<file path="src/cpu_slice_pkg.sv">
/*
  Constants, opcode patterns and types for the arithmetic, swap, skip and table slice.
  Assumes a single core clock with four clocks to one instruction cycle.
*/
// How it works
// - Subtract with borrow yields file minus working minus inverted carry.
// - A negative difference gives two's complement, carry cleared, negative taken from bit 7.
// - Nibble swap exchanges the two halves of the byte and keeps all flags.
// - Destination bit zero writes the working register, one writes the file.
// - Access bit zero uses the access bank, one uses the bank select register.
// - Extended set, access bit zero and address up to 5Fh use index offset.
// - Test skip on zero discards the fetched next instruction, two cycles.
// - Skipping a two-word instruction costs three cycles in total.
// - XOR literal updates the working register and only negative and zero.
// - The table pointer is a 21-bit byte address into program memory.
// - Pointer bit 0 selects low byte (0) or high byte (1) of a word.
// - Mode 0 keeps, 1 post-increments, 2 post-decrements, 3 pre-increments.
// - Table read takes two cycles, latching the byte at the second's end.
// - Table write copies the latch into holding register pointer bits 2..0.
// - Eight holding registers stage the bytes later programmed into memory.
// - Extended set follows a configuration bit, enabled when unprogrammed.
package cpu_slice_pkg;
  localparam logic [1:0]  PH_Q1 = 2'h0;
  localparam logic [1:0]  PH_Q2 = 2'h1;
  localparam logic [1:0]  PH_Q3 = 2'h2;
  localparam logic [1:0]  PH_Q4 = 2'h3;
  localparam logic [1:0]  PH_STEP = 2'h1;
  localparam logic [5:0]  SUBB_PAT = 6'h16;
  localparam logic [5:0]  SUBW_PAT = 6'h17;
  localparam logic [5:0]  SWAP_PAT = 6'h0E;
  localparam logic [6:0]  TST_PAT = 7'h33;
  localparam logic [7:0]  SUBL_PAT = 8'h08;
  localparam logic [7:0]  XORL_PAT = 8'h0A;
  localparam logic [13:0] TABLE_READ_OP_PAT = 14'h0002;
  localparam logic [13:0] TABLE_WRITE_OP_PAT = 14'h0003;
  localparam int unsigned BIT_D = 9;
  localparam int unsigned BIT_A = 8;
  localparam logic [7:0]  INDEX_LIMIT = 8'h5F;
  localparam logic [3:0]  ACC_LOW_BANK = 4'h0;
  localparam logic [3:0]  ACC_HIGH_BANK = 4'hF;
  localparam logic [1:0]  MODE_KEEP = 2'h0;
  localparam logic [1:0]  MODE_POST_INC = 2'h1;
  localparam logic [1:0]  MODE_POST_DEC = 2'h2;
  localparam logic [1:0]  MODE_PRE_INC = 2'h3;
  localparam int unsigned ST_C = 0;
  localparam int unsigned ST_DC = 1;
  localparam int unsigned ST_Z = 2;
  localparam int unsigned ST_OV = 3;
  localparam int unsigned ST_N = 4;
  localparam logic [4:0]  MASK_SUB = 5'h1F;
  localparam logic [4:0]  MASK_NZ = 5'h14;
  localparam logic [4:0]  MASK_NONE = 5'h00;
  localparam logic [4:0]  STATUS_RST = 5'h00;
  localparam logic [7:0]  W_RST = 8'h00;
  localparam logic [7:0]  BYTE_ZERO = 8'h00;
  localparam logic [20:0] PTR_RST = 21'h000000;
  localparam logic [20:0] PTR_ONE = 21'h000001;
  localparam logic [11:0] ADDR_RST = 12'h000;
  localparam int unsigned HOLD_NUM = 8;

  typedef enum logic [2:0] {
    ALU_SUBB = 3'h0,
    ALU_SUBW = 3'h1,
    ALU_SUBL = 3'h2,
    ALU_SWAP = 3'h3,
    ALU_XOR  = 3'h4,
    ALU_PASS = 3'h5
  } alu_op_type;

  typedef enum logic [3:0] {
    ST_EXEC = 4'b0001,
    ST_TBL  = 4'b0010,
    ST_NOP  = 4'b0100,
    ST_NOP2 = 4'b1000
  } state_type;
endpackage

</file>
<file path="src/alu_if.sv">
/*
  Carrier between the sequencer and the arithmetic unit.
  Assumes both ends run in the same clock domain.
*/
`timescale 1ns/1ns
`default_nettype none
interface alu_if;
  cpu_slice_pkg::alu_op_type op;
  logic [7:0]                a;
  logic [7:0]                b;
  logic                      cin;
  logic [7:0]                res;
  logic [4:0]                flags;

  modport seq (output op, output a, output b, output cin, input res, input flags);
  modport unit (input op, input a, input b, input cin, output res, output flags);
endinterface
`default_nettype wire

</file>
<file path="src/cpu_slice_exec.sv">
/*
  Execution sequencer for subtract, swap, test-skip, XOR literal and table ops.
  Assumes instructions arrive from fetch on the core clock, a register file that
  answers within one phase, and program memory that answers within one phase.
*/
`timescale 1ns/1ns
`default_nettype none
module cpu_slice_exec (
  input  wire logic        clk,
  input  wire logic        rstn,
  input  wire logic        clk_en,
  input  wire logic        instr_valid,
  input  wire logic [15:0] instr_word,
  input  wire logic        next_two_word,
  input  wire logic [3:0]  bank_select_register,
  input  wire logic [11:0] index_base,
  input  wire logic [7:0]  file_rdata,
  input  wire logic [15:0] pm_rdata,
  input  wire logic        ptr_wr,
  input  wire logic [20:0] ptr_wdata,
  input  wire logic        latch_wr,
  input  wire logic [7:0]  latch_wdata,
  input  wire logic        cfg_programmed,
  input  wire logic        extended_set_config_bit,
  output logic [1:0]       phase,
  output logic             busy,
  output logic             flush,
  output logic [7:0]       working,
  output logic [4:0]       status,
  output logic [11:0]      file_addr,
  output logic [7:0]       file_wdata,
  output logic             file_we,
  output logic [20:0]      table_pointer,
  output logic [7:0]       table_latch,
  output logic [63:0]      holding_flat
);
  cpu_slice_pkg::state_type state_q, state_d;
  logic [1:0]  phase_q, phase_d;
  logic        act_q, act_d;
  logic        skip2_q, skip2_d;
  logic [15:0] opc_q, opc_d;
  logic [7:0]  opnd_q, opnd_d;
  logic [7:0]  res_q, res_d;
  logic [4:0]  flg_q, flg_d;
  logic [7:0]  w_q, w_d;
  logic [4:0]  status_q, status_d;
  logic [11:0] faddr_q, faddr_d;
  logic [7:0]  fwdata_q, fwdata_d;
  logic        fwe_q, fwe_d;
  logic [20:0] ptr_q, ptr_d;
  logic [7:0]  latch_q, latch_d;
  logic [7:0]  hold_q [0:7];
  logic [7:0]  hold_d [0:7];
  logic        flush_q, flush_d;
  logic        busy_q, busy_d;
  logic [1:0]  cfg_prog_s1, cfg_prog_s2, cfg_bit_s1, cfg_bit_s2;
  logic        ext_en_q, ext_en_d;
  logic        is_subb, is_subw, is_swap, is_tst, is_subl, is_xorl, is_table_read_op, is_table_write_op;
  logic        to_file;
  logic [4:0]  mask;
  logic [7:0]  pm_byte;
  alu_if       alu ();

  slice_alu u_alu (
    .u (alu.unit)
  );

  always_comb begin
    is_subb = (opc_q[15:10] == cpu_slice_pkg::SUBB_PAT);
    is_subw = (opc_q[15:10] == cpu_slice_pkg::SUBW_PAT);
    is_swap = (opc_q[15:10] == cpu_slice_pkg::SWAP_PAT);
    is_tst = (opc_q[15:9] == cpu_slice_pkg::TST_PAT);
    is_subl = (opc_q[15:8] == cpu_slice_pkg::SUBL_PAT);
    is_xorl = (opc_q[15:8] == cpu_slice_pkg::XORL_PAT);
    is_table_read_op = (opc_q[15:2] == cpu_slice_pkg::TABLE_READ_OP_PAT);
    is_table_write_op = (opc_q[15:2] == cpu_slice_pkg::TABLE_WRITE_OP_PAT);
    to_file = opc_q[cpu_slice_pkg::BIT_D] && (is_subb || is_subw || is_swap);
    if (is_subb || is_subw || is_subl) begin
      mask = cpu_slice_pkg::MASK_SUB;
    end else if (is_xorl) begin
      mask = cpu_slice_pkg::MASK_NZ;
    end else begin
      mask = cpu_slice_pkg::MASK_NONE;
    end
    pm_byte = ptr_q[0] ? pm_rdata[15:8] : pm_rdata[7:0];
    alu.a = opnd_q;
    alu.b = w_q;
    alu.cin = 1'b1;
    if (is_subb) begin
      alu.op = cpu_slice_pkg::ALU_SUBB;
      alu.cin = status_q[cpu_slice_pkg::ST_C];
    end else if (is_subw) begin
      alu.op = cpu_slice_pkg::ALU_SUBW;
    end else if (is_subl) begin
      alu.op = cpu_slice_pkg::ALU_SUBL;
    end else if (is_swap) begin
      alu.op = cpu_slice_pkg::ALU_SWAP;
    end else if (is_xorl) begin
      alu.op = cpu_slice_pkg::ALU_XOR;
      alu.a = w_q;
      alu.b = opnd_q;
    end else begin
      alu.op = cpu_slice_pkg::ALU_PASS;
    end
  end

  always_comb begin
    state_d = state_q;
    phase_d = phase_q + cpu_slice_pkg::PH_STEP;
    act_d = act_q;
    skip2_d = skip2_q;
    opc_d = opc_q;
    opnd_d = opnd_q;
    res_d = res_q;
    flg_d = flg_q;
    w_d = w_q;
    status_d = status_q;
    faddr_d = faddr_q;
    fwdata_d = fwdata_q;
    fwe_d = 1'b0;
    ptr_d = ptr_q;
    latch_d = latch_q;
    hold_d = hold_q;
    flush_d = 1'b0;
    // An unprogrammed part keeps the extension on.
    ext_en_d = cfg_prog_s2[1] ? cfg_bit_s2[1] : 1'b1;
    case (state_q)
      cpu_slice_pkg::ST_EXEC: begin
        case (phase_q)
          cpu_slice_pkg::PH_Q1: begin
            act_d = instr_valid;
            opc_d = instr_word;
            if (!instr_word[cpu_slice_pkg::BIT_A]) begin
              if (ext_en_q && instr_word[7:0] <= cpu_slice_pkg::INDEX_LIMIT) begin
                faddr_d = index_base + {4'h0, instr_word[7:0]};
              end else if (instr_word[7:0] <= cpu_slice_pkg::INDEX_LIMIT) begin
                faddr_d = {cpu_slice_pkg::ACC_LOW_BANK, instr_word[7:0]};
              end else begin
                faddr_d = {cpu_slice_pkg::ACC_HIGH_BANK, instr_word[7:0]};
              end
            end else begin
              faddr_d = {bank_select_register, instr_word[7:0]};
            end
          end
          cpu_slice_pkg::PH_Q2: begin
            opnd_d = (is_subl || is_xorl) ? opc_q[7:0] : file_rdata;
          end
          cpu_slice_pkg::PH_Q3: begin
            res_d = alu.res;
            flg_d = alu.flags;
            fwdata_d = alu.res;
            fwe_d = act_q && to_file;
          end
          default: begin
            if (act_q) begin
              status_d = (status_q & ~mask) | (flg_q & mask);
              if (!to_file && (is_subb || is_subw || is_swap || is_subl || is_xorl)) begin
                w_d = res_q;
              end
              if (is_tst && opnd_q == cpu_slice_pkg::BYTE_ZERO) begin
                state_d = cpu_slice_pkg::ST_NOP;
                flush_d = 1'b1;
                skip2_d = next_two_word;
              end
              if (is_table_read_op || is_table_write_op) begin
                state_d = cpu_slice_pkg::ST_TBL;
                if (opc_q[1:0] == cpu_slice_pkg::MODE_PRE_INC) begin
                  ptr_d = ptr_q + cpu_slice_pkg::PTR_ONE;
                end
              end
            end
            act_d = 1'b0;
          end
        endcase
      end
      cpu_slice_pkg::ST_TBL: begin
        if (phase_q == cpu_slice_pkg::PH_Q4) begin
          if (is_table_read_op) begin
            latch_d = pm_byte;
          end else begin
            hold_d[ptr_q[2:0]] = latch_q;
          end
          if (opc_q[1:0] == cpu_slice_pkg::MODE_POST_INC) begin
            ptr_d = ptr_q + cpu_slice_pkg::PTR_ONE;
          end else if (opc_q[1:0] == cpu_slice_pkg::MODE_POST_DEC) begin
            ptr_d = ptr_q - cpu_slice_pkg::PTR_ONE;
          end
          state_d = cpu_slice_pkg::ST_EXEC;
        end
      end
      cpu_slice_pkg::ST_NOP: begin
        if (phase_q == cpu_slice_pkg::PH_Q4) begin
          state_d = skip2_q ? cpu_slice_pkg::ST_NOP2 : cpu_slice_pkg::ST_EXEC;
          flush_d = skip2_q;
          skip2_d = 1'b0;
        end
      end
      cpu_slice_pkg::ST_NOP2: begin
        if (phase_q == cpu_slice_pkg::PH_Q4) begin
          state_d = cpu_slice_pkg::ST_EXEC;
        end
      end
      default: begin
        state_d = cpu_slice_pkg::ST_EXEC;
      end
    endcase
    // Software loads of the pointer and latch take priority over instruction updates.
    if (ptr_wr) begin
      ptr_d = ptr_wdata;
    end
    if (latch_wr) begin
      latch_d = latch_wdata;
    end
    busy_d = (state_d != cpu_slice_pkg::ST_EXEC);
  end

  always_ff @(posedge clk or negedge rstn) begin
    if (!rstn) begin
      cfg_prog_s1 <= 2'h0;
      cfg_prog_s2 <= 2'h0;
      cfg_bit_s1 <= 2'h0;
      cfg_bit_s2 <= 2'h0;
    end else if (clk_en) begin
      cfg_prog_s1 <= {cfg_prog_s1[0], cfg_programmed};
      cfg_bit_s1 <= {cfg_bit_s1[0], extended_set_config_bit};
      cfg_prog_s2 <= cfg_prog_s1;
      cfg_bit_s2 <= cfg_bit_s1;
    end
  end

  always_ff @(posedge clk or negedge rstn) begin
    if (!rstn) begin
      state_q <= cpu_slice_pkg::ST_EXEC;
      phase_q <= cpu_slice_pkg::PH_Q1;
      act_q <= 1'b0;
      skip2_q <= 1'b0;
      opc_q <= 16'h0000;
      opnd_q <= cpu_slice_pkg::BYTE_ZERO;
      res_q <= cpu_slice_pkg::BYTE_ZERO;
      flg_q <= cpu_slice_pkg::STATUS_RST;
      w_q <= cpu_slice_pkg::W_RST;
      status_q <= cpu_slice_pkg::STATUS_RST;
      faddr_q <= cpu_slice_pkg::ADDR_RST;
      fwdata_q <= cpu_slice_pkg::BYTE_ZERO;
      fwe_q <= 1'b0;
      ptr_q <= cpu_slice_pkg::PTR_RST;
      latch_q <= cpu_slice_pkg::BYTE_ZERO;
      for (int i = 0; i < cpu_slice_pkg::HOLD_NUM; i++) begin
        hold_q[i] <= cpu_slice_pkg::BYTE_ZERO;
      end
      flush_q <= 1'b0;
      busy_q <= 1'b0;
      ext_en_q <= 1'b1;
    end else if (clk_en) begin
      state_q <= state_d;
      phase_q <= phase_d;
      act_q <= act_d;
      skip2_q <= skip2_d;
      opc_q <= opc_d;
      opnd_q <= opnd_d;
      res_q <= res_d;
      flg_q <= flg_d;
      w_q <= w_d;
      status_q <= status_d;
      faddr_q <= faddr_d;
      fwdata_q <= fwdata_d;
      fwe_q <= fwe_d;
      ptr_q <= ptr_d;
      latch_q <= latch_d;
      hold_q <= hold_d;
      flush_q <= flush_d;
      busy_q <= busy_d;
      ext_en_q <= ext_en_d;
    end
  end

  for (genvar g = 0; g < cpu_slice_pkg::HOLD_NUM; g++) begin : g_hold
    assign holding_flat[g*8 +: 8] = hold_q[g];
  end

  assign phase = phase_q;
  assign busy = busy_q;
  assign flush = flush_q;
  assign working = w_q;
  assign status = status_q;
  assign file_addr = faddr_q;
  assign file_wdata = fwdata_q;
  assign file_we = fwe_q;
  assign table_pointer = ptr_q;
  assign table_latch = latch_q;
endmodule // cpu_slice_exec
`default_nettype wire

</file>
<file path="src/slice_alu.sv">
/*
  Combinational arithmetic unit: subtract forms, nibble swap, XOR and pass.
  Assumes the sequencer registers everything it takes from here.
*/
`timescale 1ns/1ns
`default_nettype none
module slice_alu (
  alu_if.unit u
);
  logic [8:0] diff;
  logic [4:0] low;
  logic [7:0] r;

  always_comb begin
    // Subtraction is a + ~b + cin, so carry out set means no borrow.
    diff = {1'b0, u.a} + {1'b0, ~u.b} + {8'h00, u.cin};
    low = {1'b0, u.a[3:0]} + {1'b0, ~u.b[3:0]} + {4'h0, u.cin};
    case (u.op)
      cpu_slice_pkg::ALU_SUBB,
      cpu_slice_pkg::ALU_SUBW,
      cpu_slice_pkg::ALU_SUBL: r = diff[7:0];
      cpu_slice_pkg::ALU_SWAP: r = {u.a[3:0], u.a[7:4]};
      cpu_slice_pkg::ALU_XOR:  r = u.a ^ u.b;
      default:                 r = u.a;
    endcase
    u.res = r;
    u.flags = 5'h00;
    u.flags[cpu_slice_pkg::ST_C] = diff[8];
    u.flags[cpu_slice_pkg::ST_DC] = low[4];
    u.flags[cpu_slice_pkg::ST_Z] = (r == cpu_slice_pkg::BYTE_ZERO);
    u.flags[cpu_slice_pkg::ST_OV] = (u.a[7] != u.b[7]) && (r[7] != u.a[7]);
    u.flags[cpu_slice_pkg::ST_N] = r[7];
  end
endmodule // slice_alu
`default_nettype wire
</file>
<file path="config.mk">
export PLATFORM = sky130hd
export DESIGN_NAME = cpu_slice_exec
export DESIGN_NICKNAME = d
export VERILOG_FILES = /design/src/cpu_slice_pkg.sv /design/src/alu_if.sv /design/src/cpu_slice_exec.sv /design/src/slice_alu.sv
export SDC_FILE = /design/constraint.sdc
export NUM_CORES = 1
export LEC_CHECK = 0
export BUFFER_PORTS_ARGS = -buffer_cell sky130_fd_sc_hd__buf_2
export CAP_MARGIN = 20
export CORE_UTILIZATION = 29
export DETAILED_ROUTE_END_ITERATION = 8
export GPL_ROUTABILITY_DRIVEN = 0
export PLACE_DENSITY_LB_ADDON = 0.12
export SLEW_MARGIN = 20
export SYNTH_ARGS = -nofsm -noshare
export SYNTH_HDL_FRONTEND = slang
export SYNTH_SLANG_ARGS = --single-unit
</file>
<file path="constraint.sdc">
create_clock -name clk -period 3.75 [get_ports clk]
set_input_delay 0 -clock clk [delete_from_list [all_inputs] [get_ports clk]]
set_output_delay 0 -clock clk [all_outputs]
set_load 0.02 [all_outputs]
</file>
==> metrics <==
synth unique cells 78; Clock transition at path regs 0.07 ns; Routed WL 28.8 mm; run status finished, final reports clean; gr ovfl total 0; simple-gate share of the synthesized area 16.4%; Post-Syn Instances 942; CP Launch Type flip-flop; arrival time worst endpoint 3.89 ns; Num CTS Buffers 17; DRC viols 0; CP max FO 6; die area 33100 µm²; Yosys warning count 0; Longest Clk Path Bufs 2; Clock Latency Late Sink 0.45 ns; footprint of the multi-input gates 4750 µm²; nets 1345; Final Hold Fails 0; vias per cell 4.99; Slew @ Worst Pin 0.965 ns; EDFF count, synth 0; PortBufs 224; CTS tree done; fin crit share 94.5%; WP data required 4.10 ns; drt initial violations 332; Slew Limit Fails 0; layout cells sized above 1 29.0%; Initial Util 29.6%; Core Rows 65; fin crit period 3.54 ns; critical path class reg -> reg; RSZ-0062 raised after global routing no; HP Class in -> reg; FF-to-FF setup slack 0.21 ns; H-tree lvl count 4; post-layout util 38.8%; Placed Area 10900 µm²; reg2reg path depth 12; fill count 3222; sequential area share after synthesis 45.8%; first-pass GRT wire length 45.5 mm; Worst Hold Depth 4; area grow syn2layout 31.2%; Num Clock Sinks 172; slowest cell delay on critical path 0.45 ns; Syn Std Cell Area 9390 µm²; FF+latch area 4310 µm²; slowest stage cell, crit path fa_1; Synth Area in XOR/XNOR 0.839%; hold_sp bank_select_register[3]; number of antenna violations at the first check in global routing 1; post-synthesis average cell area 9.97 µm²; critical-path cell list nor4b_2 > nand3_2 > mux2_2 > fa_1 > inv_1 > fa_1 > a31oi_2 > o21ai_0 > mux2i_1 > o31ai_1 > o21ai_0 > o31ai_1; final instance area 12300 µm²; largest family of logic cells by synthesized area simple AND/OR/NAND/NOR gates; Synth Area in Adders 3.57%; cell area power density 545 nW/µm²; Syn Nets 1061; PnR worst setup slack 0.207 ns; drt wl/cell 17.5 µm; total chip power 6.71 mW; Final Skew 0.0129 ns; vias in the first global route 8121; reg2reg start opc_q[15]$_DFFE_PN0P_; worst min-delay path endpoint file_addr[11]$_DFFE_PN0P_; leakage power 6.13 nW; fmax 0.282 GHz; Max Cap Violations 0; relative slew slack 35.3%; Fin Setup TNS 0 ns; die width 182 µm; Yosys reg bits 172; setup violators final 0; final antenna-violating net count 0; ys async rst share 100%; mux cell area share after synthesis 14.9%; largest net degree at the start of global routing 94; CTS root buffer clkbuf_16; worst vdd ir 0.000323 V; Post-DP HPWL 20.8 mm; via count 8190; Ports 225; dpl ws 0.117 ns; Worst Setup End Kind flip-flop; Synth Flop Type dfrtp_1; reg-to-reg critical path endpoint flg_q[2]$_DFFE_PN0P_; All-Layer GR Usage 17.8%; core area 31700 µm²; drt first pass iters 5; Die Y 182 µm; post-synthesis compound-gate area fraction 14.6%
## cell usage in the layout (no fill, tap or decap), types with 9 or more instances in the layout
master	count
a22oi_1	12
nor2_1	55
nor3_1	24
nand4_1	11
clkbuf_16	17
a21oi_1	58
dfrtp_1	170
nand2_1	102
inv_1	33
o21ai_0	68
o31ai_1	10
mux2_1	33
buf_4	20
nor2b_1	10
mux2i_1	33
o21ai_1	9
buf_2	223
or3_1	12
nand3_1	25
ha_1	22
dlygate4sd3_1	75
and3_1	9
mux2_2	61
## worst max-delay path: cells and delay by family (launching register included)
kind / cells / cell delay (ns)
mux: 2 / 0.48
buf+inv: 1 / 0.10
fa+ha+maj: 2 / 0.70
flops: 1 / 0.43
compound gates: 5 / 1.18
simple gates: 2 / 0.54
## per-layer routing
layer	wire length, µm	part of all wire, %	global-route usage, %	up-vias
met1	13800	48	23.8	3993
met3	1220	4.2	3.83	23
met4	420	1.5	5.28	0
met5	0	0	0	-
li1	-	-	-	3971
met2	13300	46	28.8	203
## synthesized netlist by cell type, drive strengths merged (6+ instances only)
library cell	instances	area (µm²)
buf	13	85.1
o2bb2ai	6	52.6
ha	22	275
inv	33	124
a21o	8	60.1
a22oi	12	90.1
nand2	102	383
nand3	26	130
nor4b	7	73.8
nor4	10	98.8
nor3	25	125
mux2i	34	340
nor2b	10	62.6
o21ai	77	385
nand4	11	68.8
and3	9	56.3
dfrtp	170	4250
or3	13	86.3
clkbuf	41	154
mux2	94	1060
a31oi	6	37.5
o31ai	11	87.6
nor2	55	206
a21oi	58	290
o21a	7	52.6
## area by class of cell
cell class,count,area share (%)
inverters,33,1.01
multi-input cells,683,38.6
clock buffers,18,3.56
diodes,1,0.0203
clock inverters,14,1.33
repair buffers,319,16.5
well taps,402,4.08
flip-flops and latches,172,35.0
## worst max path at each step
stage                           from              endpoint  slack [ns]  cells past startpoint
2_1_floorplan  opc_q[13]$_DFFE_PN0P_  flg_q[2]$_DFFE_PN0P_        0.22                     14
3_3_place_gp   opc_q[14]$_DFFE_PN0P_  flg_q[2]$_DFFE_PN0P_        0.26                     12
3_5_place_dp   opc_q[14]$_DFFE_PN0P_  flg_q[2]$_DFFE_PN0P_        0.12                     12
4_1_cts        opc_q[14]$_DFFE_PN0P_  flg_q[2]$_DFFE_PN0P_        0.09                     12
5_1_grt        opc_q[14]$_DFFE_PN0P_  flg_q[2]$_DFFE_PN0P_       0.008                     12
6_report       opc_q[15]$_DFFE_PN0P_  flg_q[2]$_DFFE_PN0P_        0.21                     12
## power breakdown
part	internal (mW)	total, mW	leakage, nW	switching (mW)
Combinational	0.930	2.19	3.60	1.26
Clock	0.976	1.86	0.299	0.884
Sequential	2.20	2.66	2.23	0.459
## cells by family after synthesis
family	after synthesis
multiplexers	128
AO/OA/AOI/OAI	221
adder cells (fa/ha/maj)	25
buffers and inverters	87
AND/OR/NAND/NOR	300
XOR/XNOR	9
flip-flops	172
## state kept, by name, summed over array words and instances, names as in the netlist, 4 cells and up, named ones only
register       count
working            8
table_latch        8
file_wdata         7
opnd_q             8
flg_q              5
holding_flat      64
file_addr         12
table_pointer     21
state_q            4
opc_q             16
## metrics by stage
step,hold slack [ns],instances
final,0.0513,1642
after global routing,0.105,1641
after CTS,0.0418,1641
after detailed placement,0.173,1534
after global placement,0.183,1534
after floorplan,-0.296,942
## repair_timing
action,CTS,global route
buffers inserted,0,0
hold endpoints to repair,161,0
endpoints found under the setup margin,0,2
hold buffers,75,0
gates resized for setup,0,5
Note: power is estimated with default switching activity, not from simulation.
